<file path="src/rtl/debounce_regs.svh">
// Purpose: offsets, field positions, reset values and timing counts
// Assumes: included by its bare name, pclk at 100 MHz
// Notes: definitions only
`ifndef DEBOUNCE_REGS_SVH
`define DEBOUNCE_REGS_SVH

`define N_IN           16
`define GRP_SIZE       4
`define N_GRP          4
`define VOLT_W         8
`define DEB_W          8
`define STAMP_W        32
`define PASS_W         24
`define PASSES_LOG2    3

`define CLK_MHZ        100
`define STAMP_RES_US   1
`define US_CYCLES      (`CLK_MHZ * `STAMP_RES_US)
`define SCAN_PERIOD_US 500

`define ADDR_CTRL      12'h000
`define ADDR_DEB       12'h004
`define ADDR_THR       12'h008
`define ADDR_EV_EN     12'h00c
`define ADDR_STATUS    12'h010
`define ADDR_MASK      12'h014
`define ADDR_STATE     12'h018
`define ADDR_OPERAND   12'h01c
`define ADDR_TIME      12'h020

`define CTRL_SCAN_BIT  0
`define CTRL_RST       1'h1
`define DEB_RST        8'h05
`define THR_RST        32'h10101010
`define MASK16_RST     16'h0000

`endif

</file>
<file path="src/rtl/debounce_pkg.sv">
// Purpose: shared types of the contact input debounce block
// Assumes: debounce_regs.svh gives the sizes
// Notes: one struct holds all state of each module
`include "debounce_regs.svh"
package debounce_pkg;
    typedef logic [`STAMP_W-1:0] stamp_t;
    typedef logic [`VOLT_W-1:0]  volt_t;
    typedef volt_t [`N_IN-1:0]   volt_bus_t;

    typedef struct packed {
        logic       valid;
        logic [3:0] chan;
        logic       closed;
        stamp_t     stamp;
    } event_s;

    typedef struct packed {
        logic              run;
        logic              closed;
        logic              change;
        logic [`DEB_W-1:0] cnt;
        stamp_t            stamp;
        stamp_t            stamp_out;
    } chan_s;

    typedef struct packed {
        logic                              pready;
        logic                              pslverr;
        logic [31:0]                       prdata;
        logic                              scan_en;
        logic [`DEB_W-1:0]                 deb;
        logic [`N_GRP-1:0][`VOLT_W-1:0]    thr;
        logic [`N_IN-1:0]                  ev_en;
        logic [`N_IN-1:0]                  status;
        logic [`N_IN-1:0]                  mask;
        logic [`N_IN-1:0]                  pend;
        logic [`N_IN-1:0]                  operand;
        logic                              irq;
        event_s                            ev;
        logic [6:0]                        us_pre;
        stamp_t                            us_cnt;
        logic [9:0]                        scan_pre;
        logic                              tick;
        logic [`PASS_W-1:0]                pass_cnt;
        logic                              pass_start;
    } top_s;
endpackage : debounce_pkg

</file>
<file path="src/rtl/contact_input_debounce.sv">
// Purpose: contact input scan, debounce, stamping, events, operands
// Assumes: voltage codes and period from logic on pclk
// Notes: APB slave with one wait state on every access
//
// Decided for this implementation: the placing of the registers and the APB interface to the registers.
`timescale 1ns/1ns
`include "debounce_regs.svh"
module contact_input_debounce #(
    parameter int SCAN_US = `SCAN_PERIOD_US
) (
    input  wire logic                      pclk,
    input  wire logic                      presetn,
    input  wire logic                      psel,
    input  wire logic                      penable,
    input  wire logic                      pwrite,
    input  wire logic [11:0]               paddr,
    input  wire logic [31:0]               pwdata,
    output logic [31:0]                    prdata,
    output logic                           pready,
    output logic                           pslverr,
    input  wire debounce_pkg::volt_bus_t   volt_in,
    input  wire logic [`PASS_W-1:0]        freq_period,
    output logic [`N_IN-1:0]               input_closed_operand,
    output logic                           pass_start,
    output debounce_pkg::event_s           event_out,
    output logic                           irq
);
    import debounce_pkg::*;

    localparam logic [6:0] US_LAST   = 7'(`US_CYCLES - 1);
    localparam logic [9:0] SCAN_LAST = 10'(SCAN_US - 1);

    top_s                   st;
    top_s                   next_st;
    logic [`N_IN-1:0]       sample_bus;
    logic [`N_IN-1:0]       closed_bus;
    logic [`N_IN-1:0]       change_bus;
    stamp_t [`N_IN-1:0]     stamp_bus;
    logic                   done;
    logic                   wr;
    logic                   us_step;
    logic [`PASS_W-1:0]     pass_len;

    assign done     = psel && penable && st.pready;
    assign wr       = done && pwrite;
    assign us_step  = st.us_pre == US_LAST;
    // eighth of the tracked power cycle
    assign pass_len = freq_period >> `PASSES_LOG2;

    for (genvar g = 0; g < `N_IN; g++) begin : g_in
        assign sample_bus[g] = volt_in[g] >= st.thr[g / `GRP_SIZE];

        debounce_channel u_ch (
            .pclk      (pclk),
            .presetn   (presetn),
            .tick      (st.tick),
            .sample    (sample_bus[g]),
            .interval  (st.deb),
            .now_us    (st.us_cnt),
            .closed    (closed_bus[g]),
            .change    (change_bus[g]),
            .stamp_out (stamp_bus[g])
        );
    end

    always_comb begin
        logic [31:0]      rdata;
        logic             hit;
        logic             found;
        logic [`N_IN-1:0] w1c;
        rdata = 32'h0;
        hit   = 1'b1;
        found = 1'b0;
        w1c   = '0;
        next_st = st;

        unique case (paddr)
            `ADDR_CTRL:    rdata = {31'h0, st.scan_en};
            `ADDR_DEB:     rdata = {24'h0, st.deb};
            `ADDR_THR:     rdata = st.thr;
            `ADDR_EV_EN:   rdata = {16'h0, st.ev_en};
            `ADDR_STATUS:  rdata = {16'h0, st.status};
            `ADDR_MASK:    rdata = {16'h0, st.mask};
            `ADDR_STATE:   rdata = {16'h0, closed_bus};
            `ADDR_OPERAND: rdata = {16'h0, st.operand};
            `ADDR_TIME:    rdata = st.us_cnt;
            default:       hit   = 1'b0;
        endcase

        // one wait state keeps the answer in a flop
        if (psel && penable && !st.pready) begin
            next_st.pready  = 1'b1;
            next_st.prdata  = hit ? rdata : 32'h0;
            next_st.pslverr = !hit;
        end else begin
            next_st.pready  = 1'b0;
            next_st.pslverr = 1'b0;
        end

        if (wr && hit) begin
            unique case (paddr)
                `ADDR_CTRL:   next_st.scan_en = pwdata[`CTRL_SCAN_BIT];
                `ADDR_DEB:    next_st.deb     = pwdata[`DEB_W-1:0];
                `ADDR_THR:    next_st.thr     = pwdata;
                `ADDR_EV_EN:  next_st.ev_en   = pwdata[`N_IN-1:0];
                `ADDR_STATUS: w1c             = pwdata[`N_IN-1:0];
                `ADDR_MASK:   next_st.mask    = pwdata[`N_IN-1:0];
                default:      w1c             = '0;
            endcase
        end

        next_st.us_pre = us_step ? 7'h00 : st.us_pre + 7'h01;
        if (us_step) begin
            next_st.us_cnt = st.us_cnt + 32'h1;
            if (st.scan_pre == SCAN_LAST) begin
                next_st.scan_pre = 10'h000;
            end else begin
                next_st.scan_pre = st.scan_pre + 10'h001;
            end
        end
        next_st.tick = us_step && st.scan_pre == SCAN_LAST && st.scan_en;

        next_st.pass_start = 1'b0;
        if (pass_len == '0) begin
            next_st.pass_cnt = '0;
        end else if (st.pass_cnt + 24'h1 >= pass_len) begin
            next_st.pass_cnt   = '0;
            next_st.pass_start = 1'b1;
            next_st.operand    = closed_bus;
        end else begin
            next_st.pass_cnt = st.pass_cnt + 24'h1;
        end

        // one event per cycle, lowest input first
        next_st.ev.valid = 1'b0;
        for (int i = 0; i < `N_IN; i++) begin
            if (st.pend[i] && !found) begin
                found             = 1'b1;
                next_st.ev.valid  = 1'b1;
                next_st.ev.chan   = 4'(i);
                next_st.ev.closed = closed_bus[i];
                next_st.ev.stamp  = stamp_bus[i];
                next_st.pend[i]   = 1'b0;
            end
        end
        // a fresh change beats the clear of the same cycle
        next_st.pend   = next_st.pend | (change_bus & st.ev_en);
        next_st.status = (st.status & ~w1c) | change_bus;
        next_st.irq    = |(next_st.status & next_st.mask);
    end

    always_ff @(posedge pclk or negedge presetn) begin
        if (!presetn) begin
            st         <= '0;
            st.scan_en <= `CTRL_RST;
            st.deb     <= `DEB_RST;
            st.thr     <= `THR_RST;
            st.mask    <= `MASK16_RST;
        end else begin
            st <= next_st;
        end
    end

    assign prdata               = st.prdata;
    assign pready               = st.pready;
    assign pslverr              = st.pslverr;
    assign input_closed_operand = st.operand;
    assign pass_start           = st.pass_start;
    assign event_out            = st.ev;
    assign irq                  = st.irq;
endmodule : contact_input_debounce

</file>
<file path="src/rtl/debounce_channel.sv">
// Purpose: debounce and time stamp of one contact input
// Assumes: tick is one cycle wide, sample valid with it
// Notes: interval counts scan steps after the first sample
`timescale 1ns/1ns
`include "debounce_regs.svh"
module debounce_channel (
    input  wire logic                 pclk,
    input  wire logic                 presetn,
    input  wire logic                 tick,
    input  wire logic                 sample,
    input  wire logic [`DEB_W-1:0]    interval,
    input  wire debounce_pkg::stamp_t now_us,
    output logic                      closed,
    output logic                      change,
    output debounce_pkg::stamp_t      stamp_out
);
    import debounce_pkg::*;

    chan_s             st;
    chan_s             next_st;
    logic [`DEB_W-1:0] run_len;
    stamp_t            first_stamp;

    assign run_len     = st.run ? st.cnt + 8'h01 : 8'h00;
    assign first_stamp = st.run ? st.stamp : now_us;

    always_comb begin
        next_st = st;
        next_st.change = 1'b0;
        if (tick) begin
            if (sample == st.closed) begin
                next_st.run = 1'b0;
            end else if (run_len >= interval) begin
                next_st.closed    = sample;
                next_st.run       = 1'b0;
                next_st.change    = 1'b1;
                next_st.stamp_out = first_stamp;
            end else begin
                next_st.run   = 1'b1;
                next_st.cnt   = run_len;
                next_st.stamp = first_stamp;
            end
        end
    end

    always_ff @(posedge pclk or negedge presetn) begin
        if (!presetn) begin
            st <= '0;
        end else begin
            st <= next_st;
        end
    end

    assign closed    = st.closed;
    assign change    = st.change;
    assign stamp_out = st.stamp_out;
endmodule : debounce_channel

</file>
<file path="config.mk">
export PLATFORM = sky130hd
export DESIGN_NAME = contact_input_debounce
export DESIGN_NICKNAME = d
export VERILOG_FILES = /design/src/rtl/debounce_pkg.sv /design/src/rtl/contact_input_debounce.sv /design/src/rtl/debounce_channel.sv
export VERILOG_INCLUDE_DIRS = /design/src /design/src/rtl
export SDC_FILE = /design/constraint.sdc
export NUM_CORES = 2
export LEC_CHECK = 0
export BUFFER_PORTS_ARGS = -buffer_cell sky130_fd_sc_hd__buf_2
export CORE_UTILIZATION = 63
export CTS_CLUSTER_SIZE = 12
export DETAILED_ROUTE_END_ITERATION = 12
export PLACE_DENSITY = 0.81
export SETUP_SLACK_MARGIN = 0.2
export SYNTH_ARGS = -nofsm -noshare
export SYNTH_HDL_FRONTEND = slang
export SYNTH_HIERARCHICAL = 1
export SYNTH_SLANG_ARGS = --single-unit
</file>
<file path="constraint.sdc">
create_clock -name pclk -period 4.9 [get_ports pclk]
set_clock_uncertainty 0.1 [all_clocks]
set_input_delay 0.735 -clock pclk [delete_from_list [all_inputs] [get_ports pclk]]
set_output_delay 0.735 -clock pclk [all_outputs]
set_load 0.02 [all_outputs]
</file>
Word-level counts from Yosys, hierarchy flattened. Cells that the tools add are included.

Add/sub/neg operators: 20. Multipliers: 0. Divide/modulo/power cells: 0. Order comparisons: 33. Eq/ne operators: 26. Shift operators: 0. Muxes and demuxes: 204. Bitwise operators: 39. Reductions and logical operators: 81.

Operators with widths (number): 2-to-1 mux 73 bit (32); 2-to-1 mux 32 bit (33); 2-to-1 mux 40 bit (16); 2-to-1 mux 38 bit (16); case mux 32 bit (9 select lines) (1); greater-or-equal comparator 8 bit (32); adder 8 x 1 -> 8 bit, second input constant (16); 2-to-1 mux 8 bit (16); AND reduction 3 bit (32); 2-to-1 mux 1 bit (81); 2-to-1 mux 16 bit (4); AND 16 bit (3); equality test 12 x 5 -> 1 bit, second input constant (4); 2-to-1 mux 24 bit (2); inverter 1 bit (33); adder 32 x 1 -> 32 bit, second input constant (1); OR 16 bit (2); adder 24 x 1 -> 24 bit, second input constant (1); equality test 12 x 4 -> 1 bit, second input constant (2); greater-or-equal comparator 24 x 21 -> 1 bit (1); zero test 24 bit (1); logical AND 1 bit (22); zero test 1 bit (17); equality test 1 bit (16); 15 further kinds (19).

Flip-flop bits (word level): 1469. Latch bits: 0. Memory bits (writable): 0. Bits in read-only memories: 0. Bits of input ports: 201. Output and inout bits: 90. Logic and storage cells: 524. Memories: 0.

Logic depth before layout (Yosys ltp).
Depth after elaboration: 47. Depth in mapped cells: 17. Depth with buffers taken out: 14.

By module. The synthesis kept the hierarchy.

By module, submodules not included: debounce_channel (g_in[15].u_ch ...) (times used 10, cells each 319, area each 3890.0 um^2, seq. area each 1876.8 um^2); debounce_channel (g_in[0].u_ch ...) (times used 6, cells each 324, area each 3952.5 um^2, seq. area each 1876.8 um^2); contact_input_debounce (times used 1, cells each 1948, area each 18413.9 um^2, seq. area each 6740.2 um^2).

Worst setup path before layout. Ideal clock, no wire load.

Kind: flip-flop to flip-flop. From: reg, netlist name st[1]. To: reg st (netlist bit input_closed_operand[10]). Setup time: 127 ps. Data arrival time: 3359 ps. Setup slack: 1313 ps. Stages on the path, launching flop included: 17. Clock period less this slack: 3587 ps. Path through: dfrtp_1 -> ha_1 -> nand2_1 -> nor4_2 -> and2_1 -> nand4_1 -> xnor2_1 -> ha_1 -> nand3_1 -> nor4_1 -> nand2_1 -> o21ai_0 -> nor4_1 -> or2_1 -> buf_4 -> buf_6 -> mux2_1.

RTL lines: end signal: assignment (RTL line contact_input_debounce.sv:160) `st <= next_st;`; end: declaration (RTL line contact_input_debounce.sv:33) `top_s st;`.

==> results.yml <==
routing:
  vias: 56300
  route.met2.wl_mm: 103
  firstDrtPassIters: 10
  post_drt_wl_per_cell_um: 26.1
  wl_mm: 221
  wl_met1_mm: 84.7
  postRouteAntennaNets: 0
  drt_iter0_markers: 6190
  met3_length_mm: 21.7
  drc: 0
  avgViaCountPerCell: 6.65
  top_layer_used: "met5"
synthesis:
  synth_seq_cells: 1469
  synth_top_flop_cell: "dfrtp_1"
  async_flop_share_pct: 100
  synthCells: 7082
  syn_avg_cell_area_um2: 11.4
  netlist_area_um2: 81000
  synth_cell_types: 78
  synth_edf_count: 0
  yosys_warnings: 6
  synth_seq_area_share_pct: 45.4
timing:
  min_period_over_period_pct: 86.5
  rsz0062_at_grt: "false"
  final-max-slew-violation-count: 0
  setup_violations: 0
  fin_hold_ws_ns: 0.0429
  setup_tns_ns: 0
  worst_pin_slew_ns: 1.42
  fmaxAchievable_mhz: 236
  period_minus_slack_ns: 4.24
  slew_headroom_pct: 5.07
  hold_viol: 0
setup_path:
  path_max_fanout: 32
  endpoint_kind: "flop"
  rr_startpoint: "st[130]"
  crit_arrival_ns: 4.78
  worstSetupPathType: "flop to flop"
  critPathMaxStageDelay_ns: 0.95
  required_ns: 5.44
  cpMaxStageDelayCell: "and2_1"
  cp_top_family: "simple AND/OR/NAND/NOR gates"
  critical_path.cell_chain: "nor4_2 -> and3_1 -> nand4b_1 -> buf_4 -> and2_1 -> buf_4 -> nand4_1 -> nor3_1 -> o21ai_0"
  worstPathBufferInverterCount: 2
  cpMostUsedCell: "buf_4"
  cp-start-kind: "flop"
  crit_start: "st[130]"
floorplan:
  num_rows: 131
  dieArea_um2: 130000
  io_pins: 291
  fp.dieW_um: 361
  start_util_pct: 63.5
  core_um2: 128000
  die_y_um: 361
placement:
  gp_congestion: 0.932
  post-place-cells: 8197
  io_buffers: 287
  dpl.hpwl_mm: 143
final_layout:
  postLayoutCoreUtil_pct: 66.2
  drive_above_1_share_pct: 23.1
  num-fill-cells: 8960
  fin_nets: 7189
  area_delta_synth_final_pct: 4.14
  stdcell_count: 8460
clock_tree:
  cts_setup_buffers: 0
  h-tree-depth: 4
  cts_tree: "yes"
  hold_buffers: 1
  clock_sinks: 1469
  cts_buffer_depth: 3
  path_clk_slew_ns: 0.06
  tritoncts.num_buffers: 153
  clockRootBuffer: "clkbuf_16"
  cts_resized: 0
  clock_latency_ns: 0.80
global_routing:
  grtUsageTotal_pct: 33.7
  antenna_found_initial: 15
  grt_pass1_vias: 57500
  grt_pass1_wl_mm: 340
  grt_max_degree: 132
  grt-ovfl-total: 0
power_and_ir_drop:
  p_leak_nw: 39.3
  power_density_nw_per_um2: 286
  peakVddDrop_mv: 0.355
worst_hold_path:
  hold_class: "primary input to flop"
  hp-start: "pwdata[20]"
flow_run:
  drv_cap: 0
status:
  run_status: "completed"
-- cell families after synthesis --
| kind of cell | count (synthesis) | synth area share (%) |
|---|---|---|
| AO/OA/AOI/OAI | 1736 | 13.2 |
| XOR/XNOR | 172 | 1.86 |
| adder cells (fa/ha/maj) | 297 | 4.59 |
| buffers and inverters | 1291 | 10.2 |
| flip-flops | 1469 | 45.4 |
| multiplexers | 1245 | 18.7 |
| other | 1 | 0.00463 |
| AND/OR/NAND/NOR | 871 | 6.02 |
-- layer usage --
metal	track usage, %	up-vias
met2	53.7	2952
li1	-	24000
met5	0	-
met3	9.04	708
met1	42.1	28600
met4	17.3	18
-- cell usage after synthesis (64+ instances only) --
library cell | instances | area share, %
a31oi_1 | 217 | 1.7
dfrtp_1 | 1462 | 45
a21o_1 | 71 | 0.66
mux2_2 | 213 | 3.0
clkbuf_1 | 264 | 1.2
nand2_1 | 244 | 1.1
o21ai_0 | 65 | 0.40
buf_2 | 64 | 0.40
a21oi_1 | 902 | 5.6
mux2_4 | 482 | 8.9
and2_1 | 131 | 1.0
nor2_1 | 102 | 0.47
nand3_1 | 95 | 0.59
buf_4 | 617 | 5.7
xnor2_1 | 122 | 1.3
inv_1 | 237 | 1.1
a22oi_1 | 141 | 1.3
mux2i_1 | 521 | 6.4
ha_1 | 297 | 4.6
-- through the flow --
step | setup WS [ns] | instance area (um^2) | power, mW
final | 0.663 | 84400 | 24.2
after global placement | 0.582 | 79500 | 12.9
after floorplan | 1.31 | 81000 | 12.5
after detailed placement | 0.502 | 79500 | 12.9
after CTS | 0.864 | 84400 | 24.2
after global routing | 0.588 | 84400 | 24.8
-- area by class of cell --
| cell class | instances | area [um^2] | area share, % |
|---|---|---|---|
| tap | 1662 | 2080 | 2.46 |
| sequential | 1469 | 36800 | 43.6 |
| antenna | 2 | 5.00 | 0.00593 |
| clock buffer | 234 | 4460 | 5.29 |
| multi-input combinational | 4324 | 36200 | 42.9 |
| timing repair buffer | 506 | 3540 | 4.19 |
| clock inverter | 26 | 394 | 0.467 |
| inverter | 237 | 890 | 1.05 |
-- worst paths after layout --
path	endpoint	slack (ns)	cells after the start
worst max register to register	event_out[24]	0.66	9
worst min register to register	st[68]	0.36	1
min in group asynchronous	st[218]	0.44	2
max in group asynchronous	g_in[1].u_ch/st[40]	2.95	4
worst max-delay path	event_out[24]	0.66	9
worst min-delay path	st[214]	0.04	3
-- registers in the layout, indices dropped and copies added (netlist names) --
signal	flops
prdata	32
event_out	38
g_in.u_ch/stamp_out	512
irq	1
g_in.u_ch/st	656
pready	1
pslverr	1
input_closed_operand	16
g_in.u_ch/closed	16
g_in.u_ch/change	16
st	179
pass_start	1
-- power by group --
| part | switching (mW) | internal (mW) | total, mW | leakage [nW] |
|---|---|---|---|---|
| clock | 4.93 | 6.55 | 11.5 | 2.37 |
| combinational | 0.381 | 0.146 | 0.527 | 16.7 |
| sequential | 0.00838 | 12.1 | 12.2 | 20.2 |
-- layout by cell type, fill, tap and decap left out, types with 31 or more instances in the layout --
cell       synthesis  final
xor2_1            50     50
xnor2_1          122    122
a21o_1            71     71
o21ai_1           60     50
dfrtp_1         1462   1443
o21ai_0           65     65
a222oi_1          58     58
mux2_4           482    482
ha_1             297    297
and2_1           131    131
inv_1            237    237
and3_1            50     49
nand2_1          244    244
a22o_1            31     31
clkbuf_16          0    154
o22ai_1           31     31
clkbuf_8           0     31
mux2i_1          521    521
a22oi_1          141    141
nor3_1            37     37
buf_12            48     36
clkbuf_1         264     49
a31oi_1          217    217
nor2b_1           39     38
a21oi_1          902    902
mux2_2           213    213
nand3_1           95     95
a221oi_1          49     49
nand4_1           38     38
buf_2             64    286
nor2_1           102     84
buf_4            617    183
-- worst register-to-register path: stages, from the launching register on --
cell and delay, ns:
dfrtp_2 0.58, nor4_2 0.13, and3_1 0.29, nand4b_1 0.19, buf_4 0.45, and2_1 0.96, buf_4 0.32, nand4_1 0.22
nor3_1 0.69, o21ai_0 0.16
Note: power is estimated with default switching activity, not from simulation.
